===== src/tsens_pkg.sv =====
// Package: register offsets, field positions, reset values for the sensor block
package tsens_pkg;
    localparam logic [7:0] OFS_SENSOR_CONTROL       = 8'h1A;
    localparam logic [7:0] OFS_INTERRUPT_CONFIG     = 8'h1B;
    localparam logic [7:0] OFS_HOT_LSB              = 8'h1C;
    localparam logic [7:0] OFS_HOT_MSB              = 8'h1D;
    localparam logic [7:0] OFS_COLD_LSB             = 8'h1E;
    localparam logic [7:0] OFS_COLD_MSB             = 8'h1F;
    localparam logic [7:0] OFS_CRIT_HOT_LSB         = 8'h20;
    localparam logic [7:0] OFS_CRIT_HOT_MSB         = 8'h21;
    localparam logic [7:0] OFS_CRIT_COLD_LSB        = 8'h22;
    localparam logic [7:0] OFS_CRIT_COLD_MSB        = 8'h23;
    localparam logic [7:0] OFS_TEMP_CLEAR           = 8'h13;
    localparam logic [7:0] OFS_ERROR_CLEAR          = 8'h14;
    localparam logic [7:0] OFS_IRQ_STATUS           = 8'h30;
    localparam logic [7:0] OFS_TEMP_EVENT_STATUS    = 8'h33;
    localparam logic [7:0] OFS_ERROR_STATUS         = 8'h34;

    localparam int BIT_SENSOR_OFF        = 0;
    localparam int BIT_CLEAR_ALL_EVENTS  = 7;
    localparam int BIT_ERROR_IRQ_ENABLE  = 4;
    localparam int BIT_CRIT_COLD_ENABLE  = 3;
    localparam int BIT_CRIT_HOT_ENABLE   = 2;
    localparam int BIT_COLD_ENABLE       = 1;
    localparam int BIT_HOT_ENABLE        = 0;
    localparam int BIT_IRQ_PENDING       = 7;

    // Writable masks: low bytes drop bits 1:0, high bytes drop bits 7:5
    localparam logic [7:0] MASK_LIMIT_LSB = 8'hFC;
    localparam logic [7:0] MASK_LIMIT_MSB = 8'h1F;
    localparam logic [7:0] MASK_IRQ_CFG_RW = 8'h0F;

    localparam logic [7:0] RST_SENSOR_CONTROL = 8'h00;
    localparam logic [7:0] RST_IRQ_CONFIG     = 8'h00;
    localparam logic [7:0] RST_HOT_LSB        = 8'h70;
    localparam logic [7:0] RST_HOT_MSB        = 8'h03;
    localparam logic [7:0] RST_COLD_LSB       = 8'h00;
    localparam logic [7:0] RST_COLD_MSB       = 8'h00;
    localparam logic [7:0] RST_CRIT_HOT_LSB   = 8'h50;
    localparam logic [7:0] RST_CRIT_HOT_MSB   = 8'h05;
    localparam logic [7:0] RST_CRIT_COLD_LSB  = 8'h00;
    localparam logic [7:0] RST_CRIT_COLD_MSB  = 8'h00;
endpackage : tsens_pkg


===== src/limit_cmp_if.sv =====
// Interface: one threshold comparison between main block and comparator
`timescale 1ns/1ps
`default_nettype none
interface limit_cmp_if;
    logic [15:0] temp;
    logic [15:0] limit;
    logic        above;
    logic        below;
    modport owner (output temp, output limit, input above, input below);
    modport cmp   (input temp, input limit, output above, output below);
endinterface : limit_cmp_if
`default_nettype wire


===== src/temp_sensor_cfg_irq_limits.sv =====
// Temperature sensor configuration, limit compare and in-band interrupt logic
//
// Operation
// - Sensor control bit 0: 0 keeps conversions running, 1 turns it off.
// - Sensor off blocks new conversions; a running one finishes first.
// - Writing one to clear bit 7 clears irq, event and error status.
// - Writing zero to clear bit changes nothing; the bit reads zero.
// - Error enable bit 4 lets any logged error request an in-band interrupt.
// - Error enable changes only on ENEC, DISEC, RSTDAA or bus reset.
// - Register writes or DEVCTRL never modify the error enable bit.
// - Bit 3 enables interrupt from critical-cold flag; resets to zero.
// - Bit 2 enables interrupt from critical-hot flag; resets to zero.
// - Bit 1 enables interrupt from cold flag; resets to zero.
// - Bit 0 enables interrupt from hot flag.
// - Hot flag sets when result exceeds the hot threshold pair.
// - Hot threshold bytes reset to 0x70 and 0x03.
// - Cold flag sets when result is below the cold threshold pair.
// - Cold threshold bytes reset to zero.
// - Limit bytes: low bits 1:0 and high bits 7:5 read zero, ignore writes.
// - Temperature flags stay set until a one is written to their clear bit or to clear bit 7.
// - Critical-hot flag sets when result exceeds its threshold pair.
`timescale 1ns/1ps
`default_nettype none
module temp_sensor_cfg_irq_limits
(
    // Clock and reset
    input  wire logic        clk,
    input  wire logic        srst,
    // Register access from the bus protocol engine
    input  wire logic        reg_wr,
    input  wire logic        reg_rd,
    input  wire logic [7:0]  reg_addr,
    input  wire logic [7:0]  reg_wdata,
    output logic      [7:0]  reg_rdata,
    // Common command events from the bus protocol engine
    input  wire logic        ccc_enec_err,
    input  wire logic        ccc_disec_err,
    input  wire logic        ccc_rstdaa,
    input  wire logic        bus_reset_seq,
    // Error events to log
    input  wire logic        pec_error_evt,
    input  wire logic        parity_error_evt,
    // Conversion engine
    input  wire logic        conv_busy,
    input  wire logic        conv_done,
    input  wire logic [15:0] conv_result,
    output logic             conv_start_allow,
    output logic             sensor_power_on,
    // In-band interrupt
    output logic             ibi_request,
    input  wire logic        ibi_served
);
    typedef struct packed {
        logic [7:0] sensor_control;
        logic [3:0] irq_cfg;
        logic       error_irq_enable;
        logic [7:0] hot_lsb;
        logic [7:0] hot_msb;
        logic [7:0] cold_lsb;
        logic [7:0] cold_msb;
        logic [7:0] crit_hot_lsb;
        logic [7:0] crit_hot_msb;
        logic [7:0] crit_cold_lsb;
        logic [7:0] crit_cold_msb;
        logic [3:0] temp_flags;
        logic [1:0] error_flags;
        logic       irq_pending;
        logic       powered;
        logic [7:0] rdata;
    } state_s;

    state_s st_q;
    state_s st_d;

    limit_cmp_if hot_if ();
    limit_cmp_if cold_if ();
    limit_cmp_if chot_if ();
    limit_cmp_if ccold_if ();

    limit_cmp u_hot   (.c(hot_if));
    limit_cmp u_cold  (.c(cold_if));
    limit_cmp u_chot  (.c(chot_if));
    limit_cmp u_ccold (.c(ccold_if));

    // Each pair as one value, high byte above low byte
    assign hot_if.temp    = conv_result;
    assign hot_if.limit   = {st_q.hot_msb, st_q.hot_lsb};
    assign cold_if.temp   = conv_result;
    assign cold_if.limit  = {st_q.cold_msb, st_q.cold_lsb};
    assign chot_if.temp   = conv_result;
    assign chot_if.limit  = {st_q.crit_hot_msb, st_q.crit_hot_lsb};
    assign ccold_if.temp  = conv_result;
    assign ccold_if.limit = {st_q.crit_cold_msb, st_q.crit_cold_lsb};

    logic       wr_hit;
    logic       clear_all;
    logic [3:0] temp_set;
    logic [3:0] temp_clr;
    logic [1:0] err_set;
    logic [1:0] err_clr;
    logic       irq_cause;
    logic [7:0] rd_mux;

    always_comb
    begin
        st_d      = st_q;
        wr_hit    = reg_wr;
        clear_all = wr_hit && reg_addr == tsens_pkg::OFS_INTERRUPT_CONFIG
                    && reg_wdata[tsens_pkg::BIT_CLEAR_ALL_EVENTS];
        temp_clr  = 4'h0;
        err_clr   = 2'h0;
        temp_set  = 4'h0;
        err_set   = {pec_error_evt, parity_error_evt};

        // Compare only when a fresh result lands
        if (conv_done)
        begin
            temp_set[0] = hot_if.above;
            temp_set[1] = cold_if.below;
            temp_set[2] = chot_if.above;
            temp_set[3] = ccold_if.below;
        end

        if (wr_hit)
        begin
            case (reg_addr)
                tsens_pkg::OFS_SENSOR_CONTROL:
                    st_d.sensor_control = {7'h00,
                        reg_wdata[tsens_pkg::BIT_SENSOR_OFF]};
                tsens_pkg::OFS_INTERRUPT_CONFIG:
                    // Error enable bit is not touched by this path
                    st_d.irq_cfg = reg_wdata[3:0]
                        & tsens_pkg::MASK_IRQ_CFG_RW[3:0];
                tsens_pkg::OFS_HOT_LSB:
                    st_d.hot_lsb = reg_wdata & tsens_pkg::MASK_LIMIT_LSB;
                tsens_pkg::OFS_HOT_MSB:
                    st_d.hot_msb = reg_wdata & tsens_pkg::MASK_LIMIT_MSB;
                tsens_pkg::OFS_COLD_LSB:
                    st_d.cold_lsb = reg_wdata & tsens_pkg::MASK_LIMIT_LSB;
                tsens_pkg::OFS_COLD_MSB:
                    st_d.cold_msb = reg_wdata & tsens_pkg::MASK_LIMIT_MSB;
                tsens_pkg::OFS_CRIT_HOT_LSB:
                    st_d.crit_hot_lsb = reg_wdata & tsens_pkg::MASK_LIMIT_LSB;
                tsens_pkg::OFS_CRIT_HOT_MSB:
                    st_d.crit_hot_msb = reg_wdata & tsens_pkg::MASK_LIMIT_MSB;
                tsens_pkg::OFS_CRIT_COLD_LSB:
                    st_d.crit_cold_lsb = reg_wdata & tsens_pkg::MASK_LIMIT_LSB;
                tsens_pkg::OFS_CRIT_COLD_MSB:
                    st_d.crit_cold_msb = reg_wdata & tsens_pkg::MASK_LIMIT_MSB;
                tsens_pkg::OFS_TEMP_CLEAR:
                    temp_clr = reg_wdata[3:0];
                tsens_pkg::OFS_ERROR_CLEAR:
                    err_clr = reg_wdata[1:0];
                default:
                    st_d.rdata = st_q.rdata;
            endcase
        end

        // Error enable moves only on common commands or bus reset
        if (ccc_rstdaa || bus_reset_seq || ccc_disec_err)
            st_d.error_irq_enable = 1'b0;
        else if (ccc_enec_err)
            st_d.error_irq_enable = 1'b1;

        // Set wins over any clear in the same cycle; zero writes do nothing
        if (clear_all)
        begin
            temp_clr = 4'hF;
            err_clr  = 2'h3;
        end
        st_d.temp_flags  = (st_q.temp_flags & ~temp_clr) | temp_set;
        st_d.error_flags = (st_q.error_flags & ~err_clr) | err_set;

        irq_cause = |(st_d.temp_flags & st_q.irq_cfg)
                    || (st_q.error_irq_enable && |st_d.error_flags);
        // Pending holds until served, globally cleared or its cause goes away
        if (clear_all || !irq_cause)
            st_d.irq_pending = 1'b0;
        else if (ibi_served)
            st_d.irq_pending = 1'b0;
        else if (|temp_set || |err_set || !st_q.irq_pending)
            st_d.irq_pending = 1'b1;

        // Sensor powers down only once no conversion is in flight
        if (!st_q.sensor_control[tsens_pkg::BIT_SENSOR_OFF])
            st_d.powered = 1'b1;
        else if (!conv_busy)
            st_d.powered = 1'b0;

        case (reg_addr)
            tsens_pkg::OFS_SENSOR_CONTROL:    rd_mux = st_q.sensor_control;
            tsens_pkg::OFS_INTERRUPT_CONFIG:
                rd_mux = {3'b000, st_q.error_irq_enable, st_q.irq_cfg};
            tsens_pkg::OFS_HOT_LSB:           rd_mux = st_q.hot_lsb;
            tsens_pkg::OFS_HOT_MSB:           rd_mux = st_q.hot_msb;
            tsens_pkg::OFS_COLD_LSB:          rd_mux = st_q.cold_lsb;
            tsens_pkg::OFS_COLD_MSB:          rd_mux = st_q.cold_msb;
            tsens_pkg::OFS_CRIT_HOT_LSB:      rd_mux = st_q.crit_hot_lsb;
            tsens_pkg::OFS_CRIT_HOT_MSB:      rd_mux = st_q.crit_hot_msb;
            tsens_pkg::OFS_CRIT_COLD_LSB:     rd_mux = st_q.crit_cold_lsb;
            tsens_pkg::OFS_CRIT_COLD_MSB:     rd_mux = st_q.crit_cold_msb;
            tsens_pkg::OFS_IRQ_STATUS:
                rd_mux = {st_q.irq_pending, 7'h00};
            tsens_pkg::OFS_TEMP_EVENT_STATUS: rd_mux = {4'h0, st_q.temp_flags};
            tsens_pkg::OFS_ERROR_STATUS:
                rd_mux = {6'h00, st_q.error_flags};
            default:                          rd_mux = 8'h00;
        endcase
        if (reg_rd)
            st_d.rdata = rd_mux;
    end

    always_ff @(posedge clk)
    begin
        if (srst)
        begin
            st_q                  <= '0;
            st_q.sensor_control   <= tsens_pkg::RST_SENSOR_CONTROL;
            st_q.irq_cfg          <= tsens_pkg::RST_IRQ_CONFIG[3:0];
            st_q.hot_lsb          <= tsens_pkg::RST_HOT_LSB;
            st_q.hot_msb          <= tsens_pkg::RST_HOT_MSB;
            st_q.cold_lsb         <= tsens_pkg::RST_COLD_LSB;
            st_q.cold_msb         <= tsens_pkg::RST_COLD_MSB;
            st_q.crit_hot_lsb     <= tsens_pkg::RST_CRIT_HOT_LSB;
            st_q.crit_hot_msb     <= tsens_pkg::RST_CRIT_HOT_MSB;
            st_q.crit_cold_lsb    <= tsens_pkg::RST_CRIT_COLD_LSB;
            st_q.crit_cold_msb    <= tsens_pkg::RST_CRIT_COLD_MSB;
            st_q.powered          <= 1'b1;
        end
        else
        begin
            st_q <= st_d;
        end
    end

    // Host ordering of critical vs plain thresholds is trusted, not checked
    assign conv_start_allow =
        !st_q.sensor_control[tsens_pkg::BIT_SENSOR_OFF];
    assign sensor_power_on  = st_q.powered;
    assign ibi_request      = st_q.irq_pending;
    assign reg_rdata        = st_q.rdata;
endmodule // temp_sensor_cfg_irq_limits
`default_nettype wire


===== src/limit_cmp.sv =====
// Signed comparison of a 13-bit temperature against one threshold pair
`timescale 1ns/1ps
`default_nettype none
module limit_cmp
(
    limit_cmp_if.cmp c
);
    // Both values are two's complement in quarter degrees, sign at bit 12
    logic signed [12:0] t_s;
    logic signed [12:0] l_s;

    assign t_s     = $signed(c.temp[12:0]);
    assign l_s     = $signed(c.limit[12:0]);
    assign c.above = t_s > l_s;
    assign c.below = t_s < l_s;
endmodule // limit_cmp
`default_nettype wire


===== config.mk =====
export PLATFORM = sky130hd
export DESIGN_NAME = temp_sensor_cfg_irq_limits
export DESIGN_NICKNAME = d
export VERILOG_FILES = /design/src/tsens_pkg.sv /design/src/limit_cmp_if.sv /design/src/temp_sensor_cfg_irq_limits.sv /design/src/limit_cmp.sv
export SDC_FILE = /design/constraint.sdc
export NUM_CORES = 1
export LEC_CHECK = 0
export ABC_AREA = 1
export BUFFER_PORTS_ARGS = -buffer_cell sky130_fd_sc_hd__buf_4
export CAP_MARGIN = 20
export CORE_MARGIN = 2
export CORE_UTILIZATION = 35
export CTS_BUF_LIST = sky130_fd_sc_hd__clkbuf_2
export DETAILED_ROUTE_END_ITERATION = 10
export HOLD_SLACK_MARGIN = 0.12
export SLEW_MARGIN = 30
export SYNTH_ARGS = -nofsm -noshare
export SYNTH_HDL_FRONTEND = slang
export SYNTH_SLANG_ARGS = --single-unit

===== constraint.sdc =====
create_clock -name clk -period 3.53 [get_ports clk]
set_input_delay 0.5295 -clock clk [delete_from_list [all_inputs] [get_ports clk]]
set_output_delay 0.5295 -clock clk [all_outputs]
set_load 0.01 [all_outputs]

[After elaboration in Yosys (flattened, before gate mapping)]
Cells that the tools add are included.
Storage, ports and cells
  register bits: 66
  output and inout bits: 11
  logic and storage cells: 80
Cells by class
  $lt $le $gt $ge: 4
  equal/unequal tests: 15
  mux-type cells: 8
  bitwise operators: 8
  reductions and logical operators: 29
Operator list (number)
  one-hot mux 8 bit (13 select lines): 1
  equality test 8 x 5 -> 1 bit, second input constant: 8
  equality test 8 x 6 -> 1 bit, second input constant: 7
  > comparator 13 bit: 2
  less-than comparator 13 bit: 2
  AND reduction 2 bit: 10
  two-way mux 4 bit: 4
  bitwise AND 4 bit: 2
  OR reduction 2 bit: 4
  OR reduction 4 bit: 2
  logical OR 1 bit: 6
  two-way mux 2 bit: 3
  inverter 4 bit: 1
  bitwise OR 4 bit: 1
  logical AND 1 bit: 3
  logical NOT 1 bit: 3
  OR reduction 3 bit: 1
  bitwise AND 2 bit: 1
  inverter 2 bit: 1
  bitwise OR 2 bit: 1
  inverter 1 bit: 1

[Logic depth before layout (Yosys ltp)]
  depth after elaboration: 13
  depth in mapped cells: 15
  depth with buffers taken out: 15

[By module]
Synthesis repeated with hierarchy kept, for this count alone.
Unflattened totals
  cell total of the unflattened synthesis: 722
  area, all modules: 4692.0 um^2
Modules (own cells, without submodules)
  temp_sensor_cfg_irq_limits: times used 1, cells an instance 450, area an instance 3115.5 um^2
  limit_cmp: times used 4, cells an instance 68, area an instance 394.1 um^2

[Worst setup path after synthesis]
Ideal clock, no wire load.
  path kind: in2reg
  start: input conv_result[12]
  end: register st_q (netlist bit ibi_request)
  setup time: 0.111 ns
  data arrival time: 1.681 ns
  data required time: 3.419 ns
  setup slack: 1.738 ns
  stages on the path: 13
  cells stage by stage: ha_1 -> nand2_1 -> nor2_1 -> and2_1 -> nand2_1 -> nand3_1 -> nand2_1 -> nand3b_1 -> nand2_1 -> nand2_1 -> nand3_1 -> nor2_1 -> nor2_1
Between the ends
  cells in the longest elaborated chain, start to end: 9
  elaborated cells between the ends (all ways): 15
  those cells by class: order compare (4); mux (1); bitwise (2); reduce/logical (8)
Ends and longest elaborated chain
  from (decl): line temp_sensor_cfg_irq_limits.sv:46  | input wire logic [15:0] conv_result,
  > comparator 13 bit or less-than comparator 13 bit (tied branches): line limit_cmp.sv:14, limit_cmp.sv:15
  two-way mux 4 bit *: line temp_sensor_cfg_irq_limits.sv:116  | if (conv_done)
  bitwise OR 4 bit: line temp_sensor_cfg_irq_limits.sv:171  | st_d.temp_flags = (st_q.temp_flags & ~temp_clr) | temp_set;
  bitwise AND 4 bit: line temp_sensor_cfg_irq_limits.sv:174  | irq_cause = |(st_d.temp_flags & st_q.irq_cfg)
  OR reduction 4 bit: line temp_sensor_cfg_irq_limits.sv:174
  logical OR 1 bit: line temp_sensor_cfg_irq_limits.sv:175  | || (st_q.error_irq_enable && |st_d.error_flags);
  logical NOT 1 bit: line temp_sensor_cfg_irq_limits.sv:177  | if (clear_all || !irq_cause)
  logical OR 1 bit: line temp_sensor_cfg_irq_limits.sv:177
  OR reduction 3 bit (no line)
  to (signal assigned): line temp_sensor_cfg_irq_limits.sv:232  | st_q <= st_d;
  to (decl): line temp_sensor_cfg_irq_limits.sv:72  | state_s st_q;
Mark *: on every way between the ends. The rest lies on a longest branch, timed or not.
A chain may end at the register's enable or synchronous reset.

[Worst setup path in the final report]
  start: input reg_addr[7]
  end: register st_q (netlist bit reg_rdata[4])
Between the ends
  cells in the longest elaborated chain, start to end: 2
  elaborated cells between the ends (all ways): 14
  those cells by class: eq/ne (13); mux (1)
Ends and longest elaborated chain
  from (decl): line temp_sensor_cfg_irq_limits.sv:32  | input wire logic [7:0] reg_addr,
  equality test 8 x 6 -> 1 bit or equality test 8 x 5 -> 1 bit (tied branches): line temp_sensor_cfg_irq_limits.sv:190  | case (reg_addr)
  one-hot mux 8 bit (13 select lines) *: line temp_sensor_cfg_irq_limits.sv:190
Marks and branches as above.

==> impl_metrics.yaml <==
floorplanning:
  rows: 39
  die_w_um: 113
  die_area_um2: 12800
  die_height_um: 113
  coreArea_um2: 11500
  ios: 56
  floorplan.initialDensity_pct: 36.2
sta:
  skew_ns: 0.0399
  post-route-period-util_pct: 56.7
  fin_tns_setup_ns: 0
  setup_viol: 0
  report.final.slew_viol_count: 0
  timing.fmax_mhz: 500
  rsz0062_at_grt: "no"
  tightest_slew_ns: 0.613
  timing_hold_violations_final: 0
  relSlewSlack_pct: 59.1
  final.min_clock_period_ns: 2.00
power:
  p_sw_share_pct: 27.4
  p_int_mw: 1.06
  irDropWorstVdd_v: 0.000195
  clockPowerShare_pct: 34.6
  p_seq_share_pct: 51.7
  p_leak_nw: 2.10
  p_switching_uw: 401
  power_density_nw_per_um2: 310
  comb_power_share_pct: 13.7
layout:
  mostFrequentLayoutCell: "nand2_1"
  drive_gt1_share_pct: 13.4
  syn_to_final_growth_pct: 13.4
  fin_area_um2: 4730
  diodes: 0
  fill_cells: 1218
  nets: 718
  final_cell_mix: "nand2_1, inv_1, dfxtp_1, a21oi_1, buf_4"
routing:
  via_per_inst: 5.30
  drt_first_pass_iters: 9
  drt-initial-drc-count: 370
  drt_wl_total_um: 12500
  drc_errors: 3
  wl_per_cell_um: 16.1
  vias: 4124
  ant_nets: 0
yosys:
  synth.distinct_cells: 39
  avgSynthCellArea_um2: 7.07
  ys_seq_area_share_pct: 31.7
  synthesis.area_um2: 4170
  synth-async-reset-ratio_pct: 0
  synth-warning-count: 0
  syn-num-nets: 677
  synth_seq_cells: 66
  synth_ff_type: "dfxtp_1"
  synth_edf_count: 0
  syn_inst: 590
clock_tree:
  cts_root_buf: "clkbuf_2"
  cts_htree_levels: 3
  cts_buffers: 9
  cts_tree: "done"
  postCtsSetupBuffers: 0
  ctsHoldBuffers: 0
  clkTransAtPathRegs_ns: 0.18
  clock_latency_ns: 0.53
  cts.sinks: 66
  cts_buffer_depth: 2
  ctsResizeCount: 0
min_path:
  hold_end: "sensor_power_on"
  min-delay-start: "conv_busy"
  hold_path.class: "in -> reg"
  holdPathStages: 3
placed_design:
  dp_hpwl_um: 9700
  numPortBuffers: 52
  placed_cell_area_um2: 4610
  place_congestion: 0.865
grt:
  grt_usage_pct: 20.2
  grt_overflow_total: 0
  grt_max_degree: 36
  antenna_found_initial: 0
  grt_pass1_vias: 3960
  grt_pass1_wl_um: 20100
worst_setup_path:
  worstPathRequired_ns: 4.00
  worstSetupPathType: "in -> reg"
  worst_setup_path_end_kind: "register"
  r2r_setup_slack_ns: 1.56
  rr_startpoint: "hot_if.limit[12]"
  timing.rr.end: "ibi_request"
  cp_data_arrival_time_ns: 2.47
  reg2regPathDepth: 14
  cp_max_fo: 11
  cp-start-kind: "input pin"
run:
  maxCapViolations: 0
status:
  violations: "design-rule violations"
  status: "finished with violations"
[state kept, by name (all words and copies together) (netlist names)]
name / count
sensor_power_on: 1
st_q: 12
reg_rdata: 8
cold_if.limit: 11
ccold_if.limit: 11
chot_if.limit: 11
ibi_request: 1
hot_if.limit: 11
[layer usage]
layer	up-vias	routed length [um]	global-route usage (%)
met5	-	0	0
met4	0	230	6.26
met3	18	863	3.32
met2	142	5800	33.1
met1	1918	5610	27.2
li1	2046	-	-
[final cells by class]
cell class	count	area (um^2)	share of cell area, %
clock buffers	11	55.1	1.16
inverters	86	323	6.82
repair buffers	52	390	8.25
well taps	143	179	3.78
clock inverters	4	67.6	1.43
flip-flops and latches	66	1320	27.9
multi-input cells	416	2400	50.6
[worst max path at each step]
stage	from	endpoint	slack, ns
6_report	reg_addr[7]	reg_rdata[4]	1.53
5_1_grt	hot_if.limit[12]	ibi_request	1.37
3_5_place_dp	reg_addr[7]	reg_rdata[4]	1.01
4_1_cts	hot_if.limit[12]	ibi_request	1.55
2_1_floorplan	conv_result[12]	ibi_request	1.74
3_3_place_gp	reg_addr[7]	reg_rdata[4]	1.08
[metrics by stage]
step | total power, mW | util [%] | instances | hold WS [ns] | setup slack, ns
3_5_place_dp | 0.972 | 40.0 | 763 | 0.419 | 1.01
3_3_place_gp | 0.966 | 40.0 | 763 | 0.414 | 1.08
5_1_grt | 1.53 | 41.1 | 778 | 0.187 | 1.37
4_1_cts | 1.48 | 41.1 | 778 | 0.161 | 1.55
6_report | 1.46 | 41.1 | 778 | 0.192 | 1.53
2_1_floorplan | 0.883 | - | 590 | 0.394 | 1.74
[synthesized netlist by cell type (3+ instances only)]
library cell | number | share of area, %
clkbuf_1 | 8 | 0.72
a211oi_1 | 10 | 1.8
dfxtp_1 | 66 | 32
o221ai_1 | 3 | 0.63
o21ai_0 | 41 | 4.9
o211ai_1 | 4 | 0.72
nand4_1 | 11 | 1.6
inv_2 | 3 | 0.27
nand2_1 | 121 | 11
a21o_1 | 3 | 0.54
buf_2 | 3 | 0.36
nor2_1 | 49 | 4.4
nand3b_1 | 4 | 0.72
nand3_1 | 29 | 3.5
nor3_1 | 6 | 0.72
nor2_4 | 3 | 0.81
a21oi_1 | 58 | 7.0
inv_1 | 83 | 7.5
o22ai_1 | 11 | 1.6
ha_1 | 42 | 13
buf_4 | 8 | 1.4
[critical path: stages]
cell	delay [ns]
buf_4	0.11
nor2_1	0.13
nand3_1	0.11
inv_1	0.39
nand2_1	0.21
or2_1	0.43
o21ai_1	0.18
nor2_1	0.06
nand3_1	0.13
nand2_1	0.08
a21oi_2	0.10
[cells by family after synthesis]
family                   Yosys count  synth area share, %
AO/OA/AOI/OAI                    137                 18.7
AND/OR/NAND/NOR                  237                 26.1
flip-flops                        66                 31.7
adder cells (fa/ha/maj)           42                 12.6
buffers and inverters            108                 10.9
[power groups by stage]
stage | clock [mW] | sequential (mW) | combinational, mW
final | 0.506 | 0.757 | 0.201
after global routing | 0.547 | 0.759 | 0.225
after CTS | 0.522 | 0.758 | 0.200
after detailed placement | 0 | 0.773 | 0.199
after global placement | 0 | 0.772 | 0.194
after floorplan | 0 | 0.772 | 0.111
Power figures use the tool's default switching activity.
